File: config.mk
export PLATFORM = sky130hd
export DESIGN_NAME = swo_watchdog
export DESIGN_NICKNAME = d
export VERILOG_FILES = /design/src/rtl/swo_pkg.sv /design/src/rtl/swo_sync_if.sv /design/src/rtl/swo_input_sync.sv /design/src/rtl/swo_watchdog.sv
export SDC_FILE = /design/constraint.sdc
export NUM_CORES = 1
export LEC_CHECK = 0
export BUFFER_PORTS_ARGS = -buffer_cell sky130_fd_sc_hd__buf_4
export CAP_MARGIN = 20
export CORE_ASPECT_RATIO = 0.6
export CORE_MARGIN = 2
export CORE_UTILIZATION = 50
export CTS_BUF_LIST = sky130_fd_sc_hd__clkbuf_16
export DETAILED_ROUTE_END_ITERATION = 16
export PLACE_DENSITY = 0.66
export REMOVE_ABC_BUFFERS = 1
export SYNTH_ARGS = -nofsm -noshare
export SYNTH_HDL_FRONTEND = slang
export SYNTH_SLANG_ARGS = --single-unit
export TNS_END_PERCENT = 20
File: constraint.sdc
create_clock -name clk_sys -period 2.4 [get_ports clk_sys]
set_clock_uncertainty 0.1 [all_clocks]
set_input_delay 0.36 -clock clk_sys [delete_from_list [all_inputs] [get_ports clk_sys]]
set_output_delay 0.36 -clock clk_sys [all_outputs]
set_load 0.02 [all_outputs]
File: src/rtl/swo_pkg.sv
// Package of constants and types for the supply watchdog outputs block
package swo_pkg;
  // Clock rate of clk_sys
  localparam longint unsigned CLK_HZ         = 64'd250_000_000;
  // Watchdog timeout, nominal, in milliseconds
  localparam longint unsigned WD_TIMEOUT_MS  = 64'd1600;
  // Least reset timeout, in milliseconds
  localparam longint unsigned RST_TIMEOUT_MS = 64'd140;
  // Startup window after reset, in seconds
  localparam longint unsigned STARTUP_S      = 64'd54;
  // Derived cycle counts: the watchdog limit rounds down, the least reset time rounds up
  localparam longint unsigned WD_CYCLES      = (WD_TIMEOUT_MS * CLK_HZ) / 64'd1000;
  localparam longint unsigned RST_CYCLES     =
    (RST_TIMEOUT_MS * CLK_HZ + 64'd999) / 64'd1000;
  localparam longint unsigned STARTUP_CYCLES = STARTUP_S * CLK_HZ;
  // Width of every timebase counter
  localparam int unsigned     CNT_W          = 44;
  // Number of synchroniser stages for pin inputs
  localparam int unsigned     SYNC_STAGES    = 3;
  // Reset values
  localparam logic            FAULT_N_RST    = 1'b1;
  localparam logic            SYSRST_N_RST   = 1'b0;

  // Watchdog timer states, one-hot
  typedef enum logic [3:0] {
    SWO_WD_OFF     = 4'h1,
    SWO_WD_HOLD    = 4'h2,
    SWO_WD_STARTUP = 4'h4,
    SWO_WD_RUN     = 4'h8
  } swo_wd_state_t;
endpackage

File: src/rtl/swo_sync_if.sv
// Interface carrying synchronised pin levels into the watchdog core
`timescale 1ns/100ps
`default_nettype none
interface swo_sync_if;
  logic kick;
  logic kick_edge;
  logic manual_reset_n;
  logic margin_n;
  logic kick_float;
  modport src (output kick, output kick_edge, output manual_reset_n, output margin_n,
               output kick_float);
  modport dst (input kick, input kick_edge, input manual_reset_n, input margin_n,
               input kick_float);
endinterface
`default_nettype wire

File: src/rtl/swo_input_sync.sv
// Three-stage synchronisers and kick edge detection for the pin inputs
`timescale 1ns/100ps
`default_nettype none
module swo_input_sync
  import swo_pkg::*;
(
  input  wire logic clk_sys,
  input  wire logic reset_n,
  input  wire logic kick_input,
  input  wire logic kick_floating,
  input  wire logic manual_reset_n,
  input  wire logic margin_n,
  swo_sync_if.src   sync
);
  localparam int unsigned NIN = 4;
  logic [NIN-1:0] pins;
  logic [NIN-1:0] st1_reg, st2_reg, st3_reg, st1_next, st2_next, st3_next;
  logic [NIN-1:0] lvl_reg, lvl_next;
  logic           edge_reg, edge_next;

  assign pins = {kick_floating, margin_n, manual_reset_n, kick_input};

  // A level counts once stages two and three agree; stage one feeds stage two only
  always_comb begin
    st1_next  = pins;
    st2_next  = st1_reg;
    st3_next  = st2_reg;
    lvl_next  = lvl_reg;
    edge_next = 1'b0;
    for (int i = 0; i < NIN; i++) begin
      if (st2_reg[i] == st3_reg[i]) begin
        lvl_next[i] = st3_reg[i];
      end
    end
    // Both edge directions of the settled kick level count RL15
    edge_next = (lvl_next[0] != lvl_reg[0]);
  end

  // Inactive pin levels at reset so no false kick or manual reset appears
  always_ff @(posedge clk_sys) begin
    if (!reset_n) begin
      st1_reg  <= 4'h6;
      st2_reg  <= 4'h6;
      st3_reg  <= 4'h6;
      lvl_reg  <= 4'h6;
      edge_reg <= 1'b0;
    end else begin
      st1_reg  <= st1_next;
      st2_reg  <= st2_next;
      st3_reg  <= st3_next;
      lvl_reg  <= lvl_next;
      edge_reg <= edge_next;
    end
  end

  assign sync.kick           = lvl_reg[0];
  assign sync.manual_reset_n = lvl_reg[1];
  assign sync.margin_n       = lvl_reg[2];
  assign sync.kick_float     = lvl_reg[3];
  assign sync.kick_edge      = edge_reg; // RL15
endmodule
`default_nettype wire

File: src/rtl/swo_watchdog.sv
// Supply watchdog core: fault output, system reset and watchdog timer
// How it works
// RL1: Fault output held low while any rail is undervoltage.
// RL2: Fault output releases at once when all rails recover.
// RL3: Fault-output variant: with rails good, watchdog expiry drives fault output low.
// RL4: Kick edge or manual reset low releases the fault output.
// RL5: After manual reset rises, timer idles for reset timeout first.
// RL6: Margin override low forces the fault output high.
// RL7: Reset variant: stuck kick past timeout asserts system reset, clears timer.
// RL8: Timer clears on system reset in the reset variant, on manual reset in the other, and on every kick edge.
// RL9: Reset variant: 54 s startup window for the first kick.
// RL10: Floating kick input disables the watchdog completely.
// RL11: Host kicks faster than the timeout or leaves the input open.
// RL12: System reset held while faults persist, then for reset timeout.
// RL13: Internal reset timeout is at least 140 ms.
// RL14: All timeouts come from clk_sys counters with parameter limits.
// RL15: Pin inputs are synchronised; kick edges found after synchronising.
`timescale 1ns/100ps
`default_nettype none
module swo_watchdog
  import swo_pkg::*;
#(
  parameter int unsigned          N_RAILS      = 4,
  parameter bit                   RESET_VARIANT = 1'b0,
  parameter longint unsigned      WD_LIMIT     = WD_CYCLES,
  parameter longint unsigned      RST_LIMIT    = RST_CYCLES,
  parameter longint unsigned      START_LIMIT  = STARTUP_CYCLES
)(
  input  wire logic               clk_sys,
  input  wire logic               reset_n,
  input  wire logic [N_RAILS-1:0] rail_under_flag,
  input  wire logic               kick_input,
  input  wire logic               kick_floating,
  input  wire logic               manual_reset_n,
  input  wire logic               margin_n,
  output logic                    watchdog_fault_n,
  output logic                    system_reset_n
);
  import swo_pkg::*;

  // Refuse limits the counters cannot hold, at elaboration
  if (N_RAILS < 1 || WD_LIMIT < 1 || RST_LIMIT < 1 || START_LIMIT < 1 ||
      WD_LIMIT >= (64'd1 << CNT_W) || RST_LIMIT >= (64'd1 << CNT_W) ||
      START_LIMIT >= (64'd1 << CNT_W)) begin : g_param_check
    $error("swo_watchdog: parameter out of range");
  end

  localparam logic [CNT_W-1:0] WD_LIM  = CNT_W'(WD_LIMIT);
  localparam logic [CNT_W-1:0] RST_LIM = CNT_W'(RST_LIMIT);
  localparam logic [CNT_W-1:0] ST_LIM  = CNT_W'(START_LIMIT);

  swo_sync_if sync ();

  swo_input_sync u_sync (
    .clk_sys        (clk_sys),
    .reset_n        (reset_n),
    .kick_input     (kick_input),
    .kick_floating  (kick_floating),
    .manual_reset_n (manual_reset_n),
    .margin_n       (margin_n),
    .sync           (sync)
  );

  logic any_under;
  assign any_under = |rail_under_flag;

  // Rail flags come from comparators inside the supervisor, already on clk_sys
  // System reset: asserted on fault, stretched by the reset timeout
  logic [CNT_W-1:0] rst_cnt_reg, rst_cnt_next;
  logic             sysrst_n_reg, sysrst_n_next;
  logic             wd_bite;
  logic             rst_cause;

  always_comb begin
    rst_cause     = any_under || !sync.manual_reset_n ||
                    (RESET_VARIANT && wd_bite); // RL12 RL7
    rst_cnt_next  = rst_cnt_reg;
    sysrst_n_next = sysrst_n_reg;
    if (rst_cause) begin
      rst_cnt_next  = '0;
      sysrst_n_next = 1'b0; // RL12
    end else if (!sysrst_n_reg) begin
      // The release comes only after RST_LIM clean cycles RL13 RL14
      if (rst_cnt_reg >= RST_LIM - 1'b1) begin
        sysrst_n_next = 1'b1;
      end else begin
        rst_cnt_next = rst_cnt_reg + 1'b1;
      end
    end
  end

  always_ff @(posedge clk_sys) begin
    if (!reset_n) begin
      rst_cnt_reg  <= '0;
      sysrst_n_reg <= SYSRST_N_RST;
    end else begin
      rst_cnt_reg  <= rst_cnt_next;
      sysrst_n_reg <= sysrst_n_next;
    end
  end

  // Manual reset hold for the fault-output variant: timer idles after release
  logic [CNT_W-1:0] mr_cnt_reg, mr_cnt_next;
  logic             mr_hold_reg, mr_hold_next;

  always_comb begin
    mr_cnt_next  = mr_cnt_reg;
    mr_hold_next = mr_hold_reg;
    if (!sync.manual_reset_n) begin
      mr_cnt_next  = '0;
      mr_hold_next = 1'b1;
    end else if (mr_hold_reg) begin
      if (mr_cnt_reg >= RST_LIM - 1'b1) begin
        mr_hold_next = 1'b0; // RL5
      end else begin
        mr_cnt_next = mr_cnt_reg + 1'b1;
      end
    end
  end

  always_ff @(posedge clk_sys) begin
    if (!reset_n) begin
      mr_cnt_reg  <= '0;
      mr_hold_reg <= 1'b0;
    end else begin
      mr_cnt_reg  <= mr_cnt_next;
      mr_hold_reg <= mr_hold_next;
    end
  end

  // Watchdog timer state machine
  swo_wd_state_t    st_reg, st_next;
  logic [CNT_W-1:0] wd_cnt_reg, wd_cnt_next;
  logic             idle_cond;

  // Reset variant idles while system reset is low; other variant while MR holds
  assign idle_cond = RESET_VARIANT ? !sysrst_n_reg
                                   : (!sync.manual_reset_n || mr_hold_reg);

  always_comb begin
    st_next     = st_reg;
    wd_cnt_next = wd_cnt_reg;
    wd_bite     = 1'b0;
    unique case (st_reg)
      SWO_WD_OFF: begin
        wd_cnt_next = '0;
        if (!sync.kick_float) begin
          st_next = SWO_WD_HOLD;
        end
      end
      SWO_WD_HOLD: begin
        wd_cnt_next = '0; // RL8
        if (!idle_cond) begin
          st_next = RESET_VARIANT ? SWO_WD_STARTUP : SWO_WD_RUN; // RL9 RL5
        end
      end
      SWO_WD_STARTUP: begin
        if (sync.kick_edge) begin
          wd_cnt_next = '0; // RL8
          st_next     = SWO_WD_RUN;
        end else if (wd_cnt_reg >= ST_LIM - 1'b1) begin
          wd_bite     = 1'b1; // RL9
          wd_cnt_next = '0;
          st_next     = SWO_WD_HOLD;
        end else begin
          wd_cnt_next = wd_cnt_reg + 1'b1;
        end
      end
      SWO_WD_RUN: begin
        if (sync.kick_edge) begin
          wd_cnt_next = '0; // RL8
        end else if (wd_cnt_reg >= WD_LIM - 1'b1) begin
          wd_bite     = 1'b1; // RL3 RL7
          wd_cnt_next = '0; // RL7
          if (RESET_VARIANT) begin
            st_next = SWO_WD_HOLD;
          end
        end else begin
          wd_cnt_next = wd_cnt_reg + 1'b1;
        end
      end
    endcase
    // Floating input overrides every state; idle conditions override every state but SWO_WD_OFF
    if (sync.kick_float) begin
      st_next     = SWO_WD_OFF; // RL10
      wd_cnt_next = '0;
      wd_bite     = 1'b0; // RL10
    end else if (idle_cond && st_reg != SWO_WD_OFF) begin
      st_next     = SWO_WD_HOLD; // RL8 RL5
      wd_cnt_next = '0;
      wd_bite     = 1'b0; // An idle timer never bites, even on its last count RL4
    end
  end

  always_ff @(posedge clk_sys) begin
    if (!reset_n) begin
      st_reg     <= SWO_WD_OFF;
      wd_cnt_reg <= '0;
    end else begin
      st_reg     <= st_next;
      wd_cnt_reg <= wd_cnt_next;
    end
  end

  // Fault output: expiry latches low until a kick edge, manual reset or floating kick input
  logic fault_n_reg, fault_n_next;
  logic bite_lat_reg, bite_lat_next;

  always_comb begin
    bite_lat_next = bite_lat_reg;
    if (sync.kick_edge || !sync.manual_reset_n || sync.kick_float) begin
      bite_lat_next = 1'b0; // RL4
    end
    if (!RESET_VARIANT && wd_bite) begin
      bite_lat_next = 1'b1; // RL3
    end
    // Margin wins, then rails, then the watchdog latch; recovery has no delay
    if (!sync.margin_n) begin
      fault_n_next = 1'b1; // RL6
    end else if (any_under) begin
      fault_n_next = 1'b0; // RL1
    end else begin
      fault_n_next = RESET_VARIANT ? 1'b1 : !bite_lat_next; // RL2 RL3
    end
  end

  always_ff @(posedge clk_sys) begin
    if (!reset_n) begin
      fault_n_reg  <= FAULT_N_RST;
      bite_lat_reg <= 1'b0;
    end else begin
      fault_n_reg  <= fault_n_next;
      bite_lat_reg <= bite_lat_next;
    end
  end

  assign watchdog_fault_n = fault_n_reg;
  assign system_reset_n   = sysrst_n_reg;
endmodule
`default_nettype wire

==> flow_metrics.tcl, run 1 <==
set metrics [dict create \
    cp-start-kind "flip-flop" \
    worst_pin_slew_ns 0.8421 \
    placed_cell_area_um2 6359 \
    drcViolationCount 0 \
    rsz0062_at_grt "yes" \
    reg2reg_to "mr_cnt_reg[14]" \
    numCtsBuffers 17 \
    area_delta_synth_final_pct 16.32 \
    tritoncts "built" \
    multi_input_area_um2 2805 \
    cp_num_buf_inv 1 \
    setup_viol 0 \
    crit_path_end_kind "flip-flop" \
    leakagePower_uw 0.002585 \
    r2r_start "mr_cnt_reg[21]" \
    crit_fanout 24 \
    clock_path_buffers 2 \
    crit_slowest_cell "or4_1" \
    powerDensity_nw_per_um2 748.9 \
    rrSetupSlack_ns 0.11 \
    drv_slew 0 \
    synthCells 650 \
    ys_seq_elements 156 \
    dr.pass1.iters 5 \
    syn_area_per_cell_um2 9.201 \
    synthArstFlopShare_pct 0 \
    dp.cells 825 \
    critPathKind "reg2reg" \
    netlist_top_cells_area "dfxtp_1, and3_1, xor2_1" \
    first_global_vias 4315 \
    period_share_pct 95.61 \
    io_buffers 11 \
    wl_per_cell_um 13.77 \
    holdWs_ns 0.03043 \
    hold_buffers 0 \
    outcome "complete, no violations" \
    hpwl_um 7950 \
    synth_edf_count 0 \
    design.core.area_um2 11490 \
    worstHoldStart "margin_n" \
    critPathArrivalTime_ns 2.51 \
    nets 698 \
    drive_gt1_share_pct 10.60 \
    path_clk_slew_ns 0.06 \
    finalCriticalPeriod_ns 2.295 \
    cp.required_ns 2.62 \
    ff_latch_area_um2 3123 \
    antenna_cells 0 \
    ys.flop_type "dfxtp_1" \
    hold_viol 0 \
    grt_overflow 0 \
    final_cell_count_no_fill 858 \
    synth_most_common_cell "dfxtp_1" \
    cts_setup_buffers 0 \
    antenna_found_initial 0 \
    fp.dieH_um 88.72 \
    vias 4704 \
    max_stage_delay_ns 0.51 \
    clockRootBuffer "clkbuf_16" \
    first_iter_violations 296 \
    min_path_type "in2reg" \
    initial_core_util_pct 52.07 \
    cp_cell_sequence "nor4_2 -> o211ai_1 -> nor2_2 -> o21ai_2 -> buf_12 -> or4_1 -> a21oi_1" \
    fin_total_pwr_uw 5210 \
    htree_levels 4 \
    grt_pass1_wl_um 20020 \
    grt_max_degree 43 \
    fp.dieW_um 145.2 \
    antenna_left 0 \
    slew_headroom_pct 43.72 \
    ys_warn_count 0 \
    fin_setup_tns_ns 0 \
    worstRegToRegCells 7 \
    synth_top_cell_area_share_pct 52.22 \
    synth_area_um2 5981 \
    fill_cells 982 \
    routed_wl_um 11810 \
    finalInstanceArea_um2 6957 \
    netlist_top_cells_count "dfxtp_1, nor2_1, and3_1, nand2_1, xor2_1" \
    drv_cap 0 \
    rows 30 \
    yosys.area.top_type "dfxtp_1" \
    min_path_cells 2 \
    ioPinCount 12 \
    synthDistinctLibCells 48 \
    holdPathEnd "u_sync.st1_reg[2]" \
    ir_drop_uv 557.2 \
    fmax_mhz 435.8 \
    die-area_um2 12880 \
    clkLatencyLatePin_ns 0.42 \
    gr-usage-all-layers_pct 19.24 \
    path_delay_family "simple AND/OR/NAND/NOR gates" \
    place_congestion 0.8442 \
    cts.sinks 156 \
    vias_per_cell 5.483 \
    synth_seq_area_share_pct 52.22 \
]
==> how the worst max path moves through the flow <==
stage | startpoint | to | slack, ns | cells after the start
6_report | mr_cnt_reg[21] | mr_cnt_reg[14] | 0.11 | 7
3_3_place_gp | mr_cnt_reg[21] | mr_cnt_reg[17] | 0.13 | 7
3_5_place_dp | wd_cnt_reg[0] | wd_cnt_reg[21] | 0.06 | 7
2_1_floorplan | rail_under_flag[1] | rst_cnt_reg[12] | -0.40 | 3
5_1_grt | mr_cnt_reg[0] | mr_cnt_reg[19] | -0.05 | 8
4_1_cts | mr_cnt_reg[21] | mr_cnt_reg[14] | 0.04 | 7
==> report_power, final <==
group          internal (uW)  leakage [uW]  total, uW  switching (uW)
clock network           1360      0.000264       2510            1150
logic                   28.0       0.00106       72.1            44.1
registers               2620       0.00127       2630            11.8
total                   4000       0.00259       5210            1210
==> area by class of cell <==
class | count | share of cell area [%]
sequential | 156 | 44.89
multi-input combinational | 470 | 40.32
clock buffer | 17 | 6.115
timing repair buffer | 29 | 3.309
tap | 160 | 2.878
clock inverter | 15 | 1.888
inverter | 11 | 0.5935
==> metrics by stage <==
step	setup slack [ns]	util, %
finish	0.1055	60.57
global route	-0.04669	60.57
CTS	0.04153	60.26
detailed placement	0.06381	55.36
global placement	0.1312	55.36
floorplan	-0.3991	-
==> layer usage <==
metal / up-vias / wire length (um) / GRT usage [%]
met4: 0 / 77 / 5.526
li1: 2375 / - / -
met2: 85 / 5001 / 29.44
met3: 8 / 503 / 5.258
met1: 2236 / 6230 / 27.07
met5: - / 0 / 0
==> what timing repair did <==
item	in CTS	in global routing
gates cloned	0	1
gates resized for setup	1	6
setup endpoints to repair	7	42
pin swaps	0	1
==> kinds of logic after synthesis <==
logic type	synth area share, %
buffers and inverters	2.552
AOI/OAI and AO/OA	9.184
DFF	52.22
and+or+nand+nor	28.12
muxes	0.5021
adders and majority gates	0.6277
other	0.06270
xor gates and xnor gates	6.736
==> layout by cell type (no fill, tap or decap), types with 3 or more instances in the layout <==
cell        count
dfxtp_1       156
nor2_1         70
and3_1         56
nand2_1        38
xor2_1         36
nand3_1        34
a21oi_1        34
buf_4          28
o21ai_0        21
nand4_1        21
nor4_1         19
clkbuf_16      17
or3_1          15
conb_1         15
inv_1          12
o31ai_1        12
or4_1          12
and2_1         11
nand2b_1       11
xnor2_1        10
nor3_1          9
clkinvlp_4      4
inv_6           4
o211ai_1        3
mux2i_1         3
a21boi_0        3
ha_1            3
inv_8           3
No activity file was read; power rests on OpenSTA's default activity.
==> run 2, diff against run 1 <==
- PLACE_DENSITY: 0.66 -> 0.68
- clock period: 2.4 -> 2.1 ns (I/O delays scaled with it)
==> run 2 against run 1 <==
Compared with the run above:
- the flow now finishes with violations (negative setup slack)
- sequential cell count stayed put
- critical endpoint is now mr_cnt_reg[6]
- via count grew 5.3%
- sequential share of layout area down 4.0 points
- fmax increased by 6.1%
- final cell count up 5.9%
- largest power group is now the clock network
- first-iteration DRC count rose by 2.7%
- global-route usage up 1.4 points
- routed wire length increased by 12%
==> flow_metrics.tcl, run 2 (same netlist as run 1, synthesis figures left out) <==
set metrics [dict create \
    outcome "complete, but fails checks" \
    violations "negative setup slack" \
    grt_util_met2_pct 31.99 \
    met1_usage_pct 28.79 \
    max_stage_delay_ns 0.41 \
    antenna_left 0 \
    grt_max_degree 26 \
    period_share_pct 103.0 \
    worstHoldStart "kick_input" \
    clock_path_buffers 2 \
    ir_drop_uv 667.6 \
    die-area_um2 12880 \
    layout_common_cells "dfxtp_1, buf_4, nor2_1" \
    drive_gt1_share_pct 21.36 \
    initial_core_util_pct 52.07 \
    ioPinCount 12 \
    critPathKind "reg2reg" \
    crit_fanout 7 \
    fin_total_pwr_uw 6440 \
    tritoncts "built" \
    numCtsBuffers 17 \
    drv_cap 0 \
    cp_num_buf_inv 1 \
    vias 4952 \
    min_path_type "in2reg" \
    path_clk_slew_ns 0.07 \
    first_iter_violations 304 \
    startpoint "mr_cnt_reg[28]" \
    grt_pass1_wl_um 21400 \
    place_congestion 0.8188 \
    postLayoutCoreUtil_pct 66.66 \
    cp-start-kind "flip-flop" \
    leakagePower_uw 0.002928 \
    slew_headroom_pct 66.83 \
    htree_levels 4 \
    powerDensity_nw_per_um2 841.2 \
    area_delta_synth_final_pct 28.01 \
    r2r_start "mr_cnt_reg[28]" \
    io_buffers 11 \
    fin_ws_ns -0.06338 \
    grt_util_met3_pct 4.691 \
    fp.dieH_um 88.72 \
    fp.dieW_um 145.2 \
    design.core.area_um2 11490 \
    dr.pass1.iters 5 \
    clkLatencyLatePin_ns 0.42 \
    clockRootBuffer "clkbuf_16" \
    antenna_cells 0 \
    worst_pin_slew_ns 0.4964 \
    critPathArrivalTime_ns 2.41 \
    routed_wl_um 13270 \
    dp.cells 868 \
    rows 30 \
    final_common_cell "dfxtp_1" \
    antenna_found_initial 0 \
    cp_cell_sequence "nor4_2 -> nand4_1 -> nor2_2 -> o21ai_2 -> clkdlybuf4s15_2 -> or4_1 -> a21oi_1" \
    final_cell_count_no_fill 909 \
    top_usage_layer "met2" \
    drv_slew 0 \
    cp.required_ns 2.35 \
    vias_per_cell 5.448 \
    cts.sinks 156 \
    grt_overflow 0 \
    path_delay_family "simple AND/OR/NAND/NOR gates" \
    finalCriticalPeriod_ns 2.163 \
    wl_per_cell_um 14.60 \
    hpwl_um 8580 \
    first_global_vias 4471 \
    crit_path_end_kind "flip-flop" \
    hold_viol 0 \
    nets 749 \
    setup_viol 5 \
    rsz0062_at_grt "yes" \
    crit_slowest_cell "or4_1" \
    fmax_mhz 462.2 \
    gr-usage-all-layers_pct 20.66 \
    drcViolationCount 0 \
    holdWs_ns 0.006060 \
]
-- run 2: cell count changes in the layout (fill, tap and decap cells not counted), moves of 5 or more --
| cell | delta |
|---|---|
| buf_4 | +41 |
| buf_6 | +6 |
| nor2_1 | -7 |
| nor2_2 | +5 |
| nor4_1 | -10 |
| nor4_2 | +9 |
-- run 2: layout make-up --
| type | count | area [um2] |
|---|---|---|
| Clock buffer | 17 | 425.4 |
| Clock inverter | 15 | 221.5 |
| Timing Repair Buffer | 81 | 666.9 |
| Sequential cell | 156 | 3128 |
| Multi-Input combinational cell | 469 | 2973 |
| Inverter | 11 | 41.29 |
| Tap cell | 160 | 200.2 |
| Fill cell | 943 | 3830 |
-- run 2: worst reg2reg max path, stage by stage, from the launching register on --
cell and delay, ns:
dfxtp_1 0.32, nor4_2 0.30, nand4_1 0.20, nor2_2 0.22, o21ai_2 0.11, clkdlybuf4s15_2 0.28, or4_1 0.41, a21oi_1 0.14
-- run 2: where the power goes --
part | internal, uW | switching, uW
Sequential | 2990 | 19.2
Clock | 1950 | 1390
Combinational | 41.3 | 53.5
Total | 4980 | 1460
-- run 2: routing by layer --
layer | routed length [um] | vias to the layer above
li1 | - | 2472
met1 | 6580 | 2357
met2 | 5933 | 109
met3 | 612 | 14
met4 | 147 | 0
met5 | 0 | -
-- run 2: path summary, 6_finish.rpt --
kind,end,slack [ns],cells after the start
max reg2reg,mr_cnt_reg[6],-0.06,7
min,u_sync.st1_reg[0],0.006,2
min reg2reg,u_sync.st2_reg[1],0.31,1
max,mr_cnt_reg[6],-0.06,7
-- run 2: timing repair --
action / 4_1_cts / 5_1_grt
hold endpoints to repair: 3 / 0
buffers inserted: 0 / 4
gates cloned: 0 / 2
endpoints found under the setup margin: 61 / 63
resized for setup: 11 / 47
hold buffers: 3 / 0
pin swaps: 7 / 18
-- run 2: stage by stage --
stage	TNS, ns	area (um2)	worst slack, ns
after floorplan	-16.26	5922	-0.6541
final	-0.1531	7656	-0.06338
after detailed placement	-3.853	6669	-0.1308
after CTS	-0.003188	7398	-0.003188
after global routing	-3.265	7656	-0.1230
after global placement	-2.280	6669	-0.1786
==> run 3, diff against run 2 <==
- ABC_AREA: default -> 1
- PLACE_DENSITY: 0.68 -> 0.76
==> run 3 against run 2 <==
Compared with the run above:
- the flow now finishes without violations
- register-to-register slack better by 0.17 ns
- clock power decreased by 9.3%
- core utilization shrank 8.2 points
- first-iteration DRC count increased by 99%
- sequential share of layout area is 3.6 points lower
- sequential power barely moved
- sequential cell count did not move
- fmax up 8.6%
- synthesized cell count is 59% higher
- worst setup slack improved by 0.17 ns
- largest cell class is now multi-input gates
- largest power group unchanged
- highest routed layer unchanged
==> flow_metrics.tcl, run 3 <==
set metrics [dict create \
    outcome "complete, no violations" \
    cts.sinks 156 \
    critPathKind "reg2reg" \
    period_share_pct 94.85 \
    grt_pass1_wl_um 27950 \
    clock_path_buffers 2 \
    path_clk_slew_ns 0.07 \
    crit_fanout 7 \
    io_buffers 11 \
    muxShareOfSynthArea_pct 0 \
    synth_top_family_by_area "simple AND/OR/NAND/NOR gates" \
    synthCells 1036 \
    ir_drop_uv 367.9 \
    cp.required_ns 2.32 \
    synthArstFlopShare_pct 0 \
    rows 34 \
    layout_common_cells "nand2_1, nor2_1, inv_1" \
    setup_viol 0 \
    fin_ws_ns 0.1082 \
    ioPinCount 12 \
    synth_compound_area_share_pct 6.645 \
    fin_total_pwr_uw 6163 \
    vias 6492 \
    synth_most_common_cell "nand2_1" \
    clockRootBuffer "clkbuf_16" \
    drv_slew 0 \
    synth_edf_count 0 \
    placed_cell_area_um2 7660 \
    clkLatencyLatePin_ns 0.43 \
    place_congestion 0.9304 \
    fmax_mhz 502.1 \
    holdWs_ns 0.09572 \
    synth_seq_area_share_pct 43.08 \
    synth_top_cell_area_share_pct 43.08 \
    critPathArrivalTime_ns 2.21 \
    antenna_left 0 \
    ys.flop_type "dfxtp_1" \
    synth_xor_area_share_pct 3.987 \
    initial_core_util_pct 50.57 \
    design.core.area_um2 14340 \
    hold_viol 0 \
    drv_cap 0 \
    synthAdderAreaFrac_pct 0.5178 \
    fp.dieW_um 159.5 \
    tritoncts "built" \
    antenna_found_initial 0 \
    finalInstanceArea_um2 8382 \
    htree_levels 4 \
    ys_seq_elements 156 \
    leakagePower_uw 0.003225 \
    first_iter_violations 606 \
    antenna_cells 0 \
    finalCriticalPeriod_ns 1.992 \
    fp.dieH_um 97.27 \
    rsz0062_at_grt "yes" \
    routed_wl_um 16220 \
    synth_simple_gate_area_share_pct 35.74 \
    nets 1101 \
    powerDensity_nw_per_um2 735.3 \
    grt_max_degree 35 \
    syn_area_per_cell_um2 6.998 \
    wl_per_cell_um 12.49 \
    fill_cells 1357 \
    crit_path_end_kind "flip-flop" \
    synth_area_um2 7249 \
    cp-start-kind "flip-flop" \
    dr.pass1.iters 5 \
    rrSetupSlack_ns 0.11 \
    final_common_cell "nand2_1" \
    netlist_top_cells_area "dfxtp_1, nand2_1, nor2_1" \
    first_global_vias 5865 \
    min_path_type "in2reg" \
    gr-usage-all-layers_pct 21.91 \
    synthDistinctLibCells 40 \
    place_ws_ns 0.04982 \
    drcViolationCount 0 \
    area_delta_synth_final_pct 15.62 \
    vias_per_cell 4.998 \
    die-area_um2 15510 \
    numCtsBuffers 17 \
    netlist_top_cells_count "nand2_1, nor2_1, inv_1, dfxtp_1, nand3_1" \
    fin_setup_tns_ns 0 \
    drive_gt1_share_pct 11.26 \
    grt_overflow 0 \
    yosys.area.top_type "dfxtp_1" \
    ys_warn_count 0 \
    hpwl_um 11660 \
]
[run 3: cells by family after synthesis]
kind of cell | count (synthesis)
AND/OR/NAND/NOR | 573
other | 1
flip-flops | 156
XOR/XNOR | 33
adder cells (fa/ha/maj) | 3
AO/OA/AOI/OAI | 86
buffers and inverters | 184
[run 3: cell type report]
| cell class | instances | area (um2) | share of cell area, % |
|---|---|---|---|
| clock buffer | 17 | 425.4 | 5.075 |
| multi-input combinational | 710 | 3490 | 41.63 |
| timing repair buffer | 39 | 302.8 | 3.612 |
| sequential | 156 | 3126 | 37.29 |
| inverter | 164 | 615.6 | 7.344 |
| tap | 198 | 247.7 | 2.956 |
| clock inverter | 15 | 175.2 | 2.090 |
[run 3: per-layer routing]
metal	global-route usage [%]	routed length, um	part of all wire [%]
met2	29.20	6173	38
met4	5.594	160	0.99
met1	34.34	8555	53
met3	5.762	1330	8.2
met5	0	0	0
[run 3: path summary, 6_finish.rpt]
kind,from,endpoint,cells after the start
max,mr_cnt_reg[17],mr_cnt_reg[7],11
min,reset_n,u_sync.st2_reg[0],3
max reg2reg,mr_cnt_reg[17],mr_cnt_reg[7],11
min reg2reg,u_sync.st1_reg[0],u_sync.st2_reg[0],2
[run 3: report_power, final]
part	internal (uW)	switching [uW]	leakage (uW)
registers	3000	15.9	0.00127
clock network	1600	1430	0.000289
logic	47.1	74.4	0.00167
total	4650	1520	0.00322
[run 3: per-stage QoR]
step	instances	util, %
2_1_floorplan	1030	-
3_3_place_gp	1257	53.43
3_5_place_dp	1257	53.43
4_1_cts	1293	57.90
5_1_grt	1299	58.47
6_report	1299	58.47
[run 3: what timing repair did]
action,in CTS,in global routing
endpoints found under the hold margin,4,0
gates resized for setup,0,11
hold buffers,4,0
setup buffers,0,6
endpoints found under the setup margin,0,49
[run 3: critical path, stage by stage (launching register included)]
cell	delay (ns)
dfxtp_1	0.48
nand2_1	0.12
inv_1	0.10
nor2_1	0.06
nor3_1	0.30
nand2_1	0.21
nand2_4	0.15
inv_1	0.11
nand2_1	0.10
nand2_1	0.05
nand2_1	0.06
nor2_1	0.04
